--- src/core/psp_pkg.sv ---
// Shared constants and types for the switch power management block.
package psp_pkg;
  localparam int NDS = 4;
  localparam int NPORT = 5;
  localparam logic [11:0] A_PMCSR0 = 12'h000;
  localparam logic [11:0] A_RETRY = 12'h020;
  localparam logic [11:0] A_ACKTO = 12'h024;
  localparam logic [11:0] A_FENCE = 12'h028;
  localparam int F_PS = 0;
  localparam int F_KEEP = 3;
  localparam int F_CFG = 4;
  localparam int F_DST = 8;
  localparam int F_PME_STATUS_FLAG = 15;
  localparam int F_ACKS = 8;
  localparam int F_BLOCK = 16;
  localparam int F_HELD = 17;
  localparam logic [1:0] PS_D0 = 2'h0;
  localparam logic [1:0] PS_D3 = 2'h3;
  localparam logic KEEP_RST = 1'h1;
  localparam logic [15:0] RETRY_RST = 16'h0064;
  localparam logic [15:0] ACKTO_RST = 16'h0064;
  localparam int TICK_NS = 1000;
  localparam int CLK_NS = 5;
  localparam int TICK_CYC = (TICK_NS + CLK_NS - 1) / CLK_NS;
  localparam logic [7:0] TICK_LAST = 8'(TICK_CYC - 1);

  typedef enum logic [1:0] {DS_D0U, DS_D0A, DS_D3H} psp_dstate_t;
  typedef enum logic [2:0] {
    FN_IDLE, FN_AGG, FN_SENT, FN_ABAND, FN_RETRAIN
  } psp_fence_t;
  typedef enum logic [2:0] {
    TK_CFG0, TK_MSG_SELF, TK_REQ, TK_CPL_SELF, TK_CPL_THRU
  } psp_kind_t;
  typedef enum logic [2:0] {
    VD_NONE, VD_ACCEPT, VD_UR, VD_UC, VD_ROUTE
  } psp_verdict_t;
  typedef struct packed {
    logic valid;
    logic sec;
    logic [2:0] port;
    psp_kind_t kind;
  } psp_tlp_t;
endpackage

--- src/core/psp_pm_core.sv ---
// Power management core of a five-port switch with an APB register slave.
//
// Overview of operation
// - Downstream state local; port 0 governs switch.
// - D3hot lets the attached link enter L1.
// - Keep-context bit set retains state through D3hot.
// - L2/L3 Ready entry resets device unconditionally.
// - Reset gives D0 Uninitialized; configuration gives Active.
// - Power-state writes move D0 Active to D3hot, D3hot to D0 Uninitialized.
// - D3hot accepts type 0 config and self messages.
// - D3hot: other primary, all secondary requests UR.
// - D3hot reports TLP errors, drops others silently.
// - D3hot: own completions unexpected, transit completions routed.
// - Downstream ports send hot-plug PME from D3hot.
// - PME resent on retry time-out while flag set.
// - Uncleared PME at deep sleep raises wakeup.
// - Turn-off forwarded to active ports, acks collected.
// - All acks: ack upstream, upstream link L2/L3.
// - Upstream TLP during aggregation abandons it.
// - Abandoning TLP answered, forwarded, or held for retrain.
// - After abandon wait acks, retrain, forward held TLP.
// - Ack time-out counts as ack, link L2/L3.
// - Turn-off blocks PME until fundamental reset.
// - PME status flag sticky across fundamental reset.
`timescale 1ns/1ps
module psp_pm_core (
  input wire logic pclk,
  input wire logic presetn,
  input wire logic aux_presetn,
  input wire logic psel,
  input wire logic penable,
  input wire logic pwrite,
  input wire logic [11:0] paddr,
  input wire logic [31:0] pwdata,
  output logic [31:0] prdata,
  output logic pready,
  output logic pslverr,
  input wire psp_pkg::psp_tlp_t tlp_in,
  output psp_pkg::psp_verdict_t verdict,
  input wire logic err_valid,
  input wire logic err_from_tlp,
  input wire logic [2:0] err_port,
  output logic err_msg,
  input wire logic [psp_pkg::NDS-1:0] hp_event,
  output logic [psp_pkg::NDS-1:0] pme_tx,
  output logic [psp_pkg::NPORT-1:0] l1_allow,
  input wire logic us_turnoff_rx,
  input wire logic us_tlp_rx,
  input wire logic us_tlp_self,
  input wire logic [1:0] us_tlp_port,
  input wire logic [psp_pkg::NDS-1:0] ds_active,
  input wire logic [psp_pkg::NDS-1:0] ds_ack_rx,
  input wire logic [psp_pkg::NDS-1:0] ds_in_l0,
  output logic [psp_pkg::NDS-1:0] ds_turnoff_tx,
  output logic [psp_pkg::NDS-1:0] ds_l23_req,
  output logic [psp_pkg::NDS-1:0] ds_retrain,
  output logic us_ack_tx,
  output logic us_l23_ready,
  output logic tlp_local,
  output logic tlp_fwd,
  output logic [1:0] tlp_fwd_port,
  output logic wake_req
);
  import psp_pkg::*;

  function automatic logic in_d3(input logic [NPORT-1:0] v,
                                 input logic [2:0] p);
    in_d3 = v[0] | ((p < 3'(NPORT)) ? v[p] : 1'b0);
  endfunction

  function automatic logic pm_hit(input logic [11:0] a);
    pm_hit = (a[11:5] == 7'h00) && (a[4:2] < 3'(NPORT)) &&
             (a[1:0] == 2'h0);
  endfunction

  logic wr_en, soft_rst, tick;
  logic [2:0] widx;
  logic [NPORT-1:0] d3v;
  logic [NDS-1:0] rt_start, rt_stop, rt_exp, at_start, at_exp;

  assign wr_en = psel & penable & pwrite;
  assign widx = paddr[4:2];

  // Microsecond tick shared by all timers.
  logic [7:0] tk_q, tk_d;
  always_comb begin
    tk_d = (tk_q == TICK_LAST) ? 8'h00 : tk_q + 8'h01;
  end
  always_ff @(posedge pclk or negedge presetn) begin
    if (!presetn) begin
      tk_q <= 8'h00;
    end else begin
      tk_q <= tk_d;
    end
  end
  assign tick = (tk_q == TICK_LAST);

  // Configuration state, cleared by the device reset at L2/L3 entry.
  psp_dstate_t dst_q [NPORT];
  psp_dstate_t dst_d [NPORT];
  logic [NPORT-1:0] keep_q, keep_d;
  logic [15:0] retry_q, retry_d, ackto_q, ackto_d;

  always_comb begin
    retry_d = retry_q;
    ackto_d = ackto_q;
    keep_d = keep_q;
    for (int p = 0; p < NPORT; p++) begin
      dst_d[p] = dst_q[p];
      if (wr_en && pm_hit(paddr) && widx == 3'(p)) begin
        keep_d[p] = pwdata[F_KEEP];
        case (dst_q[p])
          DS_D0U: begin
            if (pwdata[F_CFG]) dst_d[p] = DS_D0A;
          end
          DS_D0A: begin
            if (pwdata[F_PS+1:F_PS] == PS_D3) dst_d[p] = DS_D3H;
          end
          DS_D3H: begin
            if (pwdata[F_PS+1:F_PS] == PS_D0) begin
              dst_d[p] = DS_D0U;
              // Without retained context the timer settings restart too.
              if (!keep_q[p]) begin
                retry_d = RETRY_RST;
                ackto_d = ACKTO_RST;
              end
            end
          end
          default: dst_d[p] = DS_D0U;
        endcase
      end
    end
    if (wr_en && paddr == A_RETRY) retry_d = pwdata[15:0];
    if (wr_en && paddr == A_ACKTO) ackto_d = pwdata[15:0];
    if (soft_rst) begin
      for (int p = 0; p < NPORT; p++) dst_d[p] = DS_D0U;
      keep_d = {NPORT{KEEP_RST}};
      retry_d = RETRY_RST;
      ackto_d = ACKTO_RST;
    end
  end

  always_ff @(posedge pclk or negedge presetn) begin
    if (!presetn) begin
      for (int p = 0; p < NPORT; p++) dst_q[p] <= DS_D0U;
      keep_q <= {NPORT{KEEP_RST}};
      retry_q <= RETRY_RST;
      ackto_q <= ACKTO_RST;
    end else begin
      for (int p = 0; p < NPORT; p++) dst_q[p] <= dst_d[p];
      keep_q <= keep_d;
      retry_q <= retry_d;
      ackto_q <= ackto_d;
    end
  end

  always_comb begin
    for (int p = 0; p < NPORT; p++) d3v[p] = (dst_q[p] == DS_D3H);
  end

  // Sticky PME status lives on the auxiliary reset only.
  logic [NDS-1:0] pme_status_flag_q, pme_status_flag_d;
  always_comb begin
    for (int i = 0; i < NDS; i++) begin
      pme_status_flag_d[i] = hp_event[i] | (pme_status_flag_q[i] & ~(wr_en && pm_hit(paddr) &&
                  widx == 3'(i + 1) && pwdata[F_PME_STATUS_FLAG]));
    end
  end
  always_ff @(posedge pclk or negedge aux_presetn) begin
    if (!aux_presetn) begin
      pme_status_flag_q <= '0;
    end else begin
      pme_status_flag_q <= pme_status_flag_d;
    end
  end

  // PME generation and retry.
  logic [NDS-1:0] arm_q, arm_d, pmetx_q, pmetx_d;
  logic block_q, block_d;
  always_comb begin
    for (int i = 0; i < NDS; i++) begin
      pmetx_d[i] = 1'b0;
      if (arm_q[i] && pme_status_flag_q[i] && !block_q && in_d3(d3v, 3'(i + 1)))
        pmetx_d[i] = 1'b1;
      if (rt_exp[i] && pme_status_flag_q[i] && !block_q)
        pmetx_d[i] = 1'b1;
      arm_d[i] = pme_status_flag_d[i] & (arm_q[i] | hp_event[i]) & ~pmetx_d[i];
      rt_start[i] = pmetx_d[i];
      rt_stop[i] = ~pme_status_flag_q[i];
    end
  end
  always_ff @(posedge pclk or negedge presetn) begin
    if (!presetn) begin
      arm_q <= '0;
      pmetx_q <= '0;
    end else begin
      arm_q <= arm_d;
      pmetx_q <= pmetx_d;
    end
  end

  // Turn-off fence: fan-out, ack aggregation, abandonment, retrain.
  psp_fence_t fen_q, fen_d;
  logic [NDS-1:0] acks_q, acks_d, dsto_q, dsto_d, retr_q, retr_d;
  logic usack_q, usack_d, local_q, local_d, fwd_q, fwd_d;
  logic held_q, held_d;
  logic [1:0] hport_q, hport_d, fwdp_q, fwdp_d;

  always_comb begin
    fen_d = fen_q;
    acks_d = acks_q;
    block_d = block_q;
    held_d = held_q;
    hport_d = hport_q;
    fwdp_d = fwdp_q;
    dsto_d = '0;
    retr_d = '0;
    usack_d = 1'b0;
    local_d = 1'b0;
    fwd_d = 1'b0;
    case (fen_q)
      FN_IDLE: begin
        if (us_turnoff_rx) begin
          dsto_d = ds_active;
          acks_d = ~ds_active;
          block_d = 1'b1;
          fen_d = FN_AGG;
        end
      end
      FN_AGG: begin
        acks_d = acks_q | ds_ack_rx | at_exp;
        if (us_tlp_rx) begin
          fen_d = FN_ABAND;
          if (us_tlp_self) begin
            local_d = 1'b1;
          end else if (ds_in_l0[us_tlp_port]) begin
            fwd_d = 1'b1;
            fwdp_d = us_tlp_port;
          end else begin
            held_d = 1'b1;
            hport_d = us_tlp_port;
          end
        end else if (&acks_q) begin
          usack_d = 1'b1;
          fen_d = FN_SENT;
        end
      end
      FN_ABAND: begin
        acks_d = acks_q | ds_ack_rx | at_exp;
        if (&acks_q) begin
          retr_d = '1;
          acks_d = '0;
          fen_d = FN_RETRAIN;
        end
      end
      FN_RETRAIN: begin
        if (!held_q) begin
          fen_d = FN_IDLE;
        end else if (ds_in_l0[hport_q]) begin
          fwd_d = 1'b1;
          fwdp_d = hport_q;
          held_d = 1'b0;
          fen_d = FN_IDLE;
        end
      end
      // Upstream TLPs arriving once the ack is scheduled are dropped.
      FN_SENT: fen_d = FN_SENT;
      default: fen_d = FN_IDLE;
    endcase
  end

  always_ff @(posedge pclk or negedge presetn) begin
    if (!presetn) begin
      fen_q <= FN_IDLE;
      acks_q <= '0;
      block_q <= 1'b0;
      held_q <= 1'b0;
      hport_q <= 2'h0;
      fwdp_q <= 2'h0;
      dsto_q <= '0;
      retr_q <= '0;
      usack_q <= 1'b0;
      local_q <= 1'b0;
      fwd_q <= 1'b0;
    end else begin
      fen_q <= fen_d;
      acks_q <= acks_d;
      block_q <= block_d;
      held_q <= held_d;
      hport_q <= hport_d;
      fwdp_q <= fwdp_d;
      dsto_q <= dsto_d;
      retr_q <= retr_d;
      usack_q <= usack_d;
      local_q <= local_d;
      fwd_q <= fwd_d;
    end
  end

  assign soft_rst = usack_q;
  assign at_start = dsto_q;

  genvar g;
  generate
    for (g = 0; g < NDS; g++) begin : g_tmr
      psp_tmr u_retry (
        .pclk(pclk), .presetn(presetn), .tick(tick),
        .start(rt_start[g]), .stop(rt_stop[g]), .limit(retry_q),
        .expire(rt_exp[g]), .busy()
      );
      psp_tmr u_ackto (
        .pclk(pclk), .presetn(presetn), .tick(tick),
        .start(at_start[g]), .stop(ds_ack_rx[g]), .limit(ackto_q),
        .expire(at_exp[g]), .busy()
      );
    end
  endgenerate

  // TLP disposition, error filtering and link-level outputs.
  psp_verdict_t vd_q, vd_d;
  logic errm_q, errm_d, wake_q, wake_d;
  logic [NPORT-1:0] l1_q, l1_d;
  logic [NDS-1:0] l23_q, l23_d;
  always_comb begin
    vd_d = VD_NONE;
    if (tlp_in.valid && in_d3(d3v, tlp_in.port)) begin
      case (tlp_in.kind)
        TK_CFG0, TK_MSG_SELF: vd_d = tlp_in.sec ? VD_UR : VD_ACCEPT;
        TK_REQ: vd_d = VD_UR;
        TK_CPL_SELF: vd_d = VD_UC;
        default: vd_d = VD_ROUTE;
      endcase
    end else if (tlp_in.valid) begin
      case (tlp_in.kind)
        TK_REQ, TK_CPL_THRU: vd_d = VD_ROUTE;
        default: vd_d = VD_ACCEPT;
      endcase
    end
    errm_d = err_valid & (err_from_tlp | ~in_d3(d3v, err_port));
    for (int p = 0; p < NPORT; p++) l1_d[p] = in_d3(d3v, 3'(p));
    wake_d = (fen_q == FN_SENT) & (|pme_status_flag_q);
    l23_d = (fen_q == FN_IDLE || fen_q == FN_RETRAIN) ? '0 : acks_q;
  end
  always_ff @(posedge pclk or negedge presetn) begin
    if (!presetn) begin
      vd_q <= VD_NONE;
      errm_q <= 1'b0;
      l1_q <= '0;
      wake_q <= 1'b0;
      l23_q <= '0;
    end else begin
      vd_q <= vd_d;
      errm_q <= errm_d;
      l1_q <= l1_d;
      wake_q <= wake_d;
      l23_q <= l23_d;
    end
  end

  // APB: read data is captured in the setup cycle, so no wait states.
  logic [31:0] rd_q, rd_d;
  logic serr_q, serr_d;
  always_comb begin
    rd_d = rd_q;
    serr_d = serr_q;
    if (psel && !penable) begin
      rd_d = 32'h00000000;
      serr_d = 1'b0;
      if (pm_hit(paddr)) begin
        rd_d[F_PS+1:F_PS] = d3v[widx] ? PS_D3 : PS_D0;
        rd_d[F_KEEP] = keep_q[widx];
        rd_d[F_DST+1:F_DST] = 2'(dst_q[widx]);
        rd_d[F_PME_STATUS_FLAG] = (widx != 3'h0) ? pme_status_flag_q[2'(widx - 3'h1)] : 1'b0;
      end else if (paddr == A_RETRY) begin
        rd_d[15:0] = retry_q;
      end else if (paddr == A_ACKTO) begin
        rd_d[15:0] = ackto_q;
      end else if (paddr == A_FENCE) begin
        rd_d[2:0] = 3'(fen_q);
        rd_d[F_ACKS+NDS-1:F_ACKS] = acks_q;
        rd_d[F_BLOCK] = block_q;
        rd_d[F_HELD] = held_q;
      end else begin
        serr_d = 1'b1;
      end
    end
  end
  always_ff @(posedge pclk or negedge presetn) begin
    if (!presetn) begin
      rd_q <= 32'h00000000;
      serr_q <= 1'b0;
    end else begin
      rd_q <= rd_d;
      serr_q <= serr_d;
    end
  end

  assign prdata = rd_q;
  assign pready = 1'b1;
  assign pslverr = serr_q & psel & penable;
  assign verdict = vd_q;
  assign err_msg = errm_q;
  assign pme_tx = pmetx_q;
  assign l1_allow = l1_q;
  assign ds_turnoff_tx = dsto_q;
  assign ds_l23_req = l23_q;
  assign ds_retrain = retr_q;
  assign us_ack_tx = usack_q;
  assign us_l23_ready = (fen_q == FN_SENT);
  assign tlp_local = local_q;
  assign tlp_fwd = fwd_q;
  assign tlp_fwd_port = fwdp_q;
  assign wake_req = wake_q;
endmodule

--- src/core/psp_tmr.sv ---
// Tick-based time-out counter used for retry and acknowledge timers.
`timescale 1ns/1ps
module psp_tmr (
  input wire logic pclk,
  input wire logic presetn,
  input wire logic tick,
  input wire logic start,
  input wire logic stop,
  input wire logic [15:0] limit,
  output logic expire,
  output logic busy
);
  logic [15:0] cnt_q, cnt_d;
  logic run_q, run_d;
  logic exp_q, exp_d;

  // Start wins over stop so a restart in the expiry cycle is never lost.
  always_comb begin
    cnt_d = cnt_q;
    run_d = run_q;
    exp_d = 1'b0;
    if (start) begin
      cnt_d = 16'h0000;
      run_d = 1'b1;
    end else if (stop) begin
      run_d = 1'b0;
    end else if (run_q && tick) begin
      if (({1'b0, cnt_q} + 17'h00001) >= {1'b0, limit}) begin
        exp_d = 1'b1;
        run_d = 1'b0;
      end else begin
        cnt_d = cnt_q + 16'h0001;
      end
    end
  end

  always_ff @(posedge pclk or negedge presetn) begin
    if (!presetn) begin
      cnt_q <= 16'h0000;
      run_q <= 1'b0;
      exp_q <= 1'b0;
    end else begin
      cnt_q <= cnt_d;
      run_q <= run_d;
      exp_q <= exp_d;
    end
  end

  assign expire = exp_q;
  assign busy = run_q;
endmodule

--- config.mk ---
export PLATFORM = sky130hd
export DESIGN_NAME = psp_pm_core
export DESIGN_NICKNAME = d
export VERILOG_FILES = /design/src/core/psp_pkg.sv /design/src/core/psp_pm_core.sv /design/src/core/psp_tmr.sv
export SDC_FILE = /design/constraint.sdc
export NUM_CORES = 1
export LEC_CHECK = 0
export BUFFER_PORTS_ARGS = -buffer_cell sky130_fd_sc_hd__buf_2
export CAP_MARGIN = 20
export CORE_ASPECT_RATIO = 2
export CORE_MARGIN = 5
export CORE_UTILIZATION = 55
export DETAILED_ROUTE_END_ITERATION = 10
export PLACE_DENSITY = 0.76
export REMOVE_ABC_BUFFERS = 1
export SLEW_MARGIN = 20
export SYNTH_ARGS = -nofsm -noshare
export SYNTH_HDL_FRONTEND = slang
export SYNTH_HIERARCHICAL = 1
export SYNTH_SLANG_ARGS = --single-unit
--- constraint.sdc ---
create_clock -name pclk -period 5 [get_ports pclk]
set_input_delay 0.25 -clock pclk [delete_from_list [all_inputs] [get_ports pclk]]
set_output_delay 0.25 -clock pclk [all_outputs]
set_load 0.1 [all_outputs]
# [Word level (Yosys, flattened, before mapping)]
# Cells that the tools add are included.
[classes] n_bitwise=48 order_cmp=18 n_mux=256 n_addsub=18 eq_ne=72 reduce_logical=117
[op_table] operator="$mux W16" n=77
[op_table] operator="$add A16 B1 Y17 const B" n=8
[op_table] operator="$ge A17 B16 Y1" n=8
[op_table] operator="$add A16 B1 Y16 const B" n=8
[op_table] operator="$mux W1" n=110
[op_table] operator="$mux W2" n=23
[op_table] operator="$logic_and A1 B1 Y1" n=44
[op_table] operator="$mux W4" n=11
[op_table] operator="$ne A3 B1 Y1 const B" n=13
[op_table] operator="$eq A12 B6 Y1 const B" n=3
[op_table] operator="$ne A3 B3 Y1 const B" n=12
[op_table] operator="$reduce_and A4 Y1" n=9
[op_table] operator="$reduce_bool A2 Y1" n=18
[op_table] operator="$mux W3" n=11
[op_table] operator="$pmux W2 S3" n=5
[op_table] operator="$reduce_bool A3 Y1" n=10
[op_table] operator="$ne A2 B2 Y1 const B" n=12
[op_table] operator="$reduce_and A3 Y1" n=8
[op_table] operator="$reduce_and A2 Y1" n=10
[op_table] operator="$and A1 B1 Y1" n=18
[op_table] operator="$eq A3 B2 Y1 const B" n=6
[op_table] operator="$ne A2 B1 Y1 const B" n=8
[op_table] operator="$mux W5" n=3
[op_table] operator="$or A1 B1 Y1" n=15
[op_table] operator="other kinds (33)" n=79
[totals] regBits=268 inputBits=84 word_cells=587 output_inout_bits=66

# [Logic depth before layout (Yosys ltp)]
[logic_depth] ltp_word=24 ltp_mapped=15 ltp_nobuf=13

# [Cells and area by module]
# Netlist, hierarchy kept.
[modules_own_cells] module="psp_tmr at g_tmr[0].u_ackto ..." seq_area_each_um2=450.4 cells_per_inst=181 n_inst=6 area_per_inst_um2=1600.3
[modules_own_cells] module="psp_pm_core" seq_area_each_um2=3041.7 cells_per_inst=651 n_inst=1 area_per_inst_um2=6242.2
[modules_own_cells] module="psp_tmr at g_tmr[3].u_ackto" seq_area_each_um2=450.4 cells_per_inst=180 n_inst=1 area_per_inst_um2=1569.0
[modules_own_cells] module="psp_tmr at g_tmr[3].u_retry" seq_area_each_um2=450.4 cells_per_inst=178 n_inst=1 area_per_inst_um2=1521.5

# [Worst setup path before layout]
# No wires, ideal clock.
[synth_path] path_kind="register to register" start="reg tk_q[0]" end="reg g_tmr[0].u_ackto.cnt_q[0]" setup_ps=128 required_ps=4872 path_buffers=1 period_less_slack_ps=3591 slack_ps=1409 stages_incl_launch_ff=8 t_arrival_ps=3463 cell_sequence="dfrtp_1 ha_1 nand4b_1 nor4b_1 nand2_1 clkbuf_1 nor2_1 mux2_1"
[synth_between] elab_chain_len=4
[synth_lines] item="start, declared" line_no="psp_pm_core.sv:85" text="logic [7:0] tk_q, tk_d;"
[synth_lines] item="start signal, assigned" line_no="psp_pm_core.sv:93" text="tk_q <= tk_d;"
[synth_lines] item="$eq A8 B8 Y1" line_no="psp_pm_core.sv:96" text="assign tick = (tk_q == TICK_LAST);"
[synth_lines] item="named net tick" line_no="psp_pm_core.sv:76" text="logic wr_en, soft_rst, tick;"
[synth_lines] item="$logic_and A1 B1 Y1" line_no="psp_tmr.sv:27" text="end else if (run_q && tick) begin"
[synth_lines] item="$reduce_bool A2 Y1 (no source line)"
[synth_lines] item="$reduce_and A3 Y1 (no source line)"
[synth_lines] item="end signal, assigned" line_no="psp_tmr.sv:43" text="cnt_q <= cnt_d;"
[synth_lines] item="end, declared" line_no="psp_tmr.sv:13" text="logic [15:0] cnt_q, cnt_d;"
# The timed path passes the listed nets, and every way through them passes these cells.
# A chain may end at the register's enable or synchronous reset.

# [Worst setup path after layout]
[layout_path] start="reg g_tmr[3].u_ackto.cnt_q[0]" end="reg g_tmr[3].u_ackto.cnt_q[15]"
[layout_between] elab_chain_len=5 word_cells_on_any_way=9 cone_classes="2 x add/sub; 1 x order compare; 1 x eq/ne; 4 x mux; 1 x reduce/logical"
[layout_lines] item="start, declared" line_no="psp_tmr.sv:13"
[layout_lines] item="start signal, assigned" line_no="psp_tmr.sv:43"
[layout_lines] item="branches (longest 5 deep; another with $add A16 B1 Y17)"
# Several ways; the timed one is not identified. The select of a mux whose other input is x is not followed.

==> results.sh <==
export IMPL_ys_seq_area_frac=0.351
export IMPL_post_cts_buffers=0
export IMPL_avgSynthCellArea_um2=9.04
export IMPL_syn2layout_area_growth_pct=10.6
export IMPL_die_h_um=272
export IMPL_endpoint_kind="flop"
export IMPL_power_uw=5890
export IMPL_dieArea_um2=38500
export IMPL_synth_area_leader_cell="dfrtp_1"
export IMPL_crit_buf_inv=0
export IMPL_mostFrequentLayoutCell="dfrtp_1"
export IMPL_slowest_stage="nand4_2"
export IMPL_arrival_ps=4520
export IMPL_yosys_warnings=6
export IMPL_cellInternalPower_uw=3990
export IMPL_hold_path_class="input pin to flop"
export IMPL_clk_latency_ps=570
export IMPL_status="finished, final reports clean"
export IMPL_max_cap_violations=0
export IMPL_cts_root_buf="clkbuf_16"
export IMPL_drc=0
export IMPL_grt_pass1_vias=16600
export IMPL_r2r_slack_ps=910
export IMPL_path_cells="ha_1 -> and3_1 -> nand3_2 -> or2_1 -> xnor2_1 -> ha_1 -> a21oi_1 -> o21ai_0 -> a221oi_4 -> nand4_2 -> nor4_1 -> mux2_1"
export IMPL_hold_violations=0
export IMPL_vias=16400
export IMPL_drt_initial_drc_count=856
export IMPL_antenna_found_initial=0
export IMPL_min_period_ps=4090
export IMPL_setup_viol=0
export IMPL_r2r_cells=12
export IMPL_synthCells=2095
export IMPL_p_per_area_nw_per_um2=281
export IMPL_grt_overflow=0
export IMPL_crit_type="flop to flop"
export IMPL_synth_edf_count=0
export IMPL_clk_path_buf_depth=3
export IMPL_cts_buffers=26
export IMPL_cts_sinks=265
export IMPL_timing_setup_tns_ps=0
export IMPL_finalCritPeriodShare=0.817
export IMPL_power_frac_comb=0.191
export IMPL_grt_usage=0.266
export IMPL_gp_congestion=0.931
export IMPL_yosys_area_top_type_share=0.336
export IMPL_whs_path_depth=3
export IMPL_timing_rr_start="g_tmr[3].u_ackto/cnt_q[0]"
export IMPL_crit_required_ps=5430
export IMPL_critPathMaxStageDelay_ps=580
export IMPL_io_buffers=118
export IMPL_fp_row_count=96
export IMPL_synth_cell_type_count=88
export IMPL_boundaryPins=150
export IMPL_fin_util=0.612
export IMPL_p_leak_uw=0.00966
export IMPL_layout_common_cells="dfrtp_1, inv_1, a21oi_1"
export IMPL_synthTopCellsByArea="dfrtp_1, ha_1, a21oi_1, xnor2_1, inv_1"
export IMPL_min_to="acks_q[1]"
export IMPL_dp_hpwl_um=38000
export IMPL_clock_power_share=0.391
export IMPL_start_util=0.553
export IMPL_synth_area_um2=18900
export IMPL_seqPwrFrac=0.418
export IMPL_vias_per_cell=6.18
export IMPL_synth_seq_cells=265
export IMPL_fmax_mhz=245
export IMPL_ant_nets=0
export IMPL_grt_pass1_wl_um=83300
export IMPL_cts_tree="yes"
export IMPL_drv_slew=0
export IMPL_h_tree_depth=1
export IMPL_maxSlewHeadroom=0.330
export IMPL_ir_drop_v=0.000386
export IMPL_tightest_slew_ps=1010
export IMPL_async_flop_share=1.00
export IMPL_wl_per_cell_um=19.7
export IMPL_wl_um=52100
export IMPL_critPathTopFamily="simple AND/OR/NAND/NOR gates"
export IMPL_grt_max_degree=111
export IMPL_cp_max_fo=30
export IMPL_critPathLaunchType="flop"
export IMPL_synth_flop_cell="dfrtp_1"
export IMPL_skew_ps=27.7
export IMPL_layout_drive_gt1_share=0.140
export IMPL_final_nets=2412
export IMPL_dr_pass1_iters=6
export IMPL_hold_start="ds_ack_rx[1]"
export IMPL_p_sw_frac=0.322
export IMPL_r2r_end="g_tmr[3].u_ackto/cnt_q[15]"
export IMPL_p_sw_uw=1900
export IMPL_crit_top_cell="ha_1"
export IMPL_antennaDiodeCount=0
export IMPL_core_area_um2=34200
export IMPL_grt_setup_unrepaired="no"
export IMPL_clkSlewWorstSetupHoldPaths_ps=70
export IMPL_die_x_um=141
-- cell usage after synthesis (18+ instances only) --
library cell / n
dfrtp_1: 254
inv_1: 161
a21oi_1: 155
ha_1: 141
nand2_1: 137
nor2_1: 136
xnor2_1: 83
o31ai_1: 78
nand3_1: 75
or4_1: 69
nor2b_1: 65
clkbuf_1: 64
nand2b_1: 46
nor3_1: 43
o21ai_0: 43
mux2_1: 39
xor2_1: 35
nand4_1: 33
and3_1: 30
nor4_1: 25
a21o_1: 23
a31o_2: 23
buf_4: 18
-- logic make-up after synthesis --
| group | Yosys count | share of synthesized area |
|---|---|---|
| DFF | 265 | 0.351 |
| other | 2 | 0.000397 |
| AOI/OAI and AO/OA | 433 | 0.151 |
| xor gates and xnor gates | 118 | 0.0546 |
| buffers and inverters | 275 | 0.0643 |
| and+or+nand+nor | 800 | 0.248 |
| muxes | 61 | 0.0376 |
| adders and majority gates | 141 | 0.0932 |
-- power groups by stage --
stage | Sequential, uW | Clock [uW] | Combinational (uW)
finish | 2460 | 2300 | 1120
global route | 2480 | 2420 | 1200
CTS | 2460 | 2350 | 1130
detailed placement | 2490 | 0 | 1100
global placement | 2490 | 0 | 1080
floorplan | 2770 | 0 | 487
-- state kept, by name (all words and copies together) (netlist names), 5 cells and up --
name and count:
ackto_q 16, dst_q 10, g_tmr.u_ackto/cnt_q 64, g_tmr.u_retry/cnt_q 64, keep_q 5, l1_allow 5, prdata 18, retry_q 16
tk_q 8
-- repair_timing --
action                                  CTS  global route
hold endpoints to repair                132             0
gates resized for setup                   0             0
hold buffers                             25             0
endpoints found under the setup margin    0             0
-- per-layer routing --
| layer | vias to the layer above | GRT usage | share of wire |
|---|---|---|---|
| li1 | 7684 | - | - |
| met1 | 7969 | 0.286 | 0.35 |
| met2 | 508 | 0.486 | 0.53 |
| met3 | 204 | 0.0357 | 0.052 |
| met4 | 0 | 0.162 | 0.067 |
| met5 | - | 0 | 0 |
-- worst max-delay path by stage --
| stage | startpoint | endpoint | slack (ps) | cells after the start |
|---|---|---|---|---|
| 2_1_floorplan | tk_q[0] | g_tmr[3].u_retry/cnt_q[9] | 820 | 6 |
| 3_3_place_gp | g_tmr[3].u_ackto/cnt_q[0] | g_tmr[3].u_ackto/cnt_q[15] | 1090 | 12 |
| 3_5_place_dp | g_tmr[3].u_ackto/cnt_q[0] | g_tmr[3].u_ackto/cnt_q[15] | 1000 | 12 |
| 4_1_cts | g_tmr[3].u_ackto/cnt_q[0] | g_tmr[3].u_ackto/cnt_q[15] | 980 | 12 |
| 5_1_grt | g_tmr[3].u_ackto/cnt_q[0] | g_tmr[3].u_ackto/cnt_q[15] | 670 | 12 |
| 6_report | g_tmr[3].u_ackto/cnt_q[0] | g_tmr[3].u_ackto/cnt_q[15] | 910 | 12 |
-- worst register-to-register path, stage by stage (launching register included) --
cell and delay (ps):
dfrtp_1 440, ha_1 260, and3_1 270, nand3_2 160, or2_1 310, xnor2_1 140, ha_1 310, a21oi_1 150
o21ai_0 180, a221oi_4 290, nand4_2 580, nor4_1 520, mux2_1 360
-- through the flow --
step,instance area (um2),worst slack [ps],hold WS (ps),std cells
global route,20900,670,42.6,2648
CTS,20900,976,0.851,2648
floorplan,18400,819,-45.6,2000
detailed placement,19700,1000,66.8,2575
global placement,19700,1090,61.3,2575
finish,20900,913,19.6,2648
-- layout make-up --
type                       count  area, um2
inverter                     167        627
timing repair buffer         159        971
multi-input combinational   1568      11200
fill                        2941      13300
clock buffer                  36        738
clock inverter                12        255
sequential                   265       6650
tap                          441        552
Power figures use the tool's default switching activity.
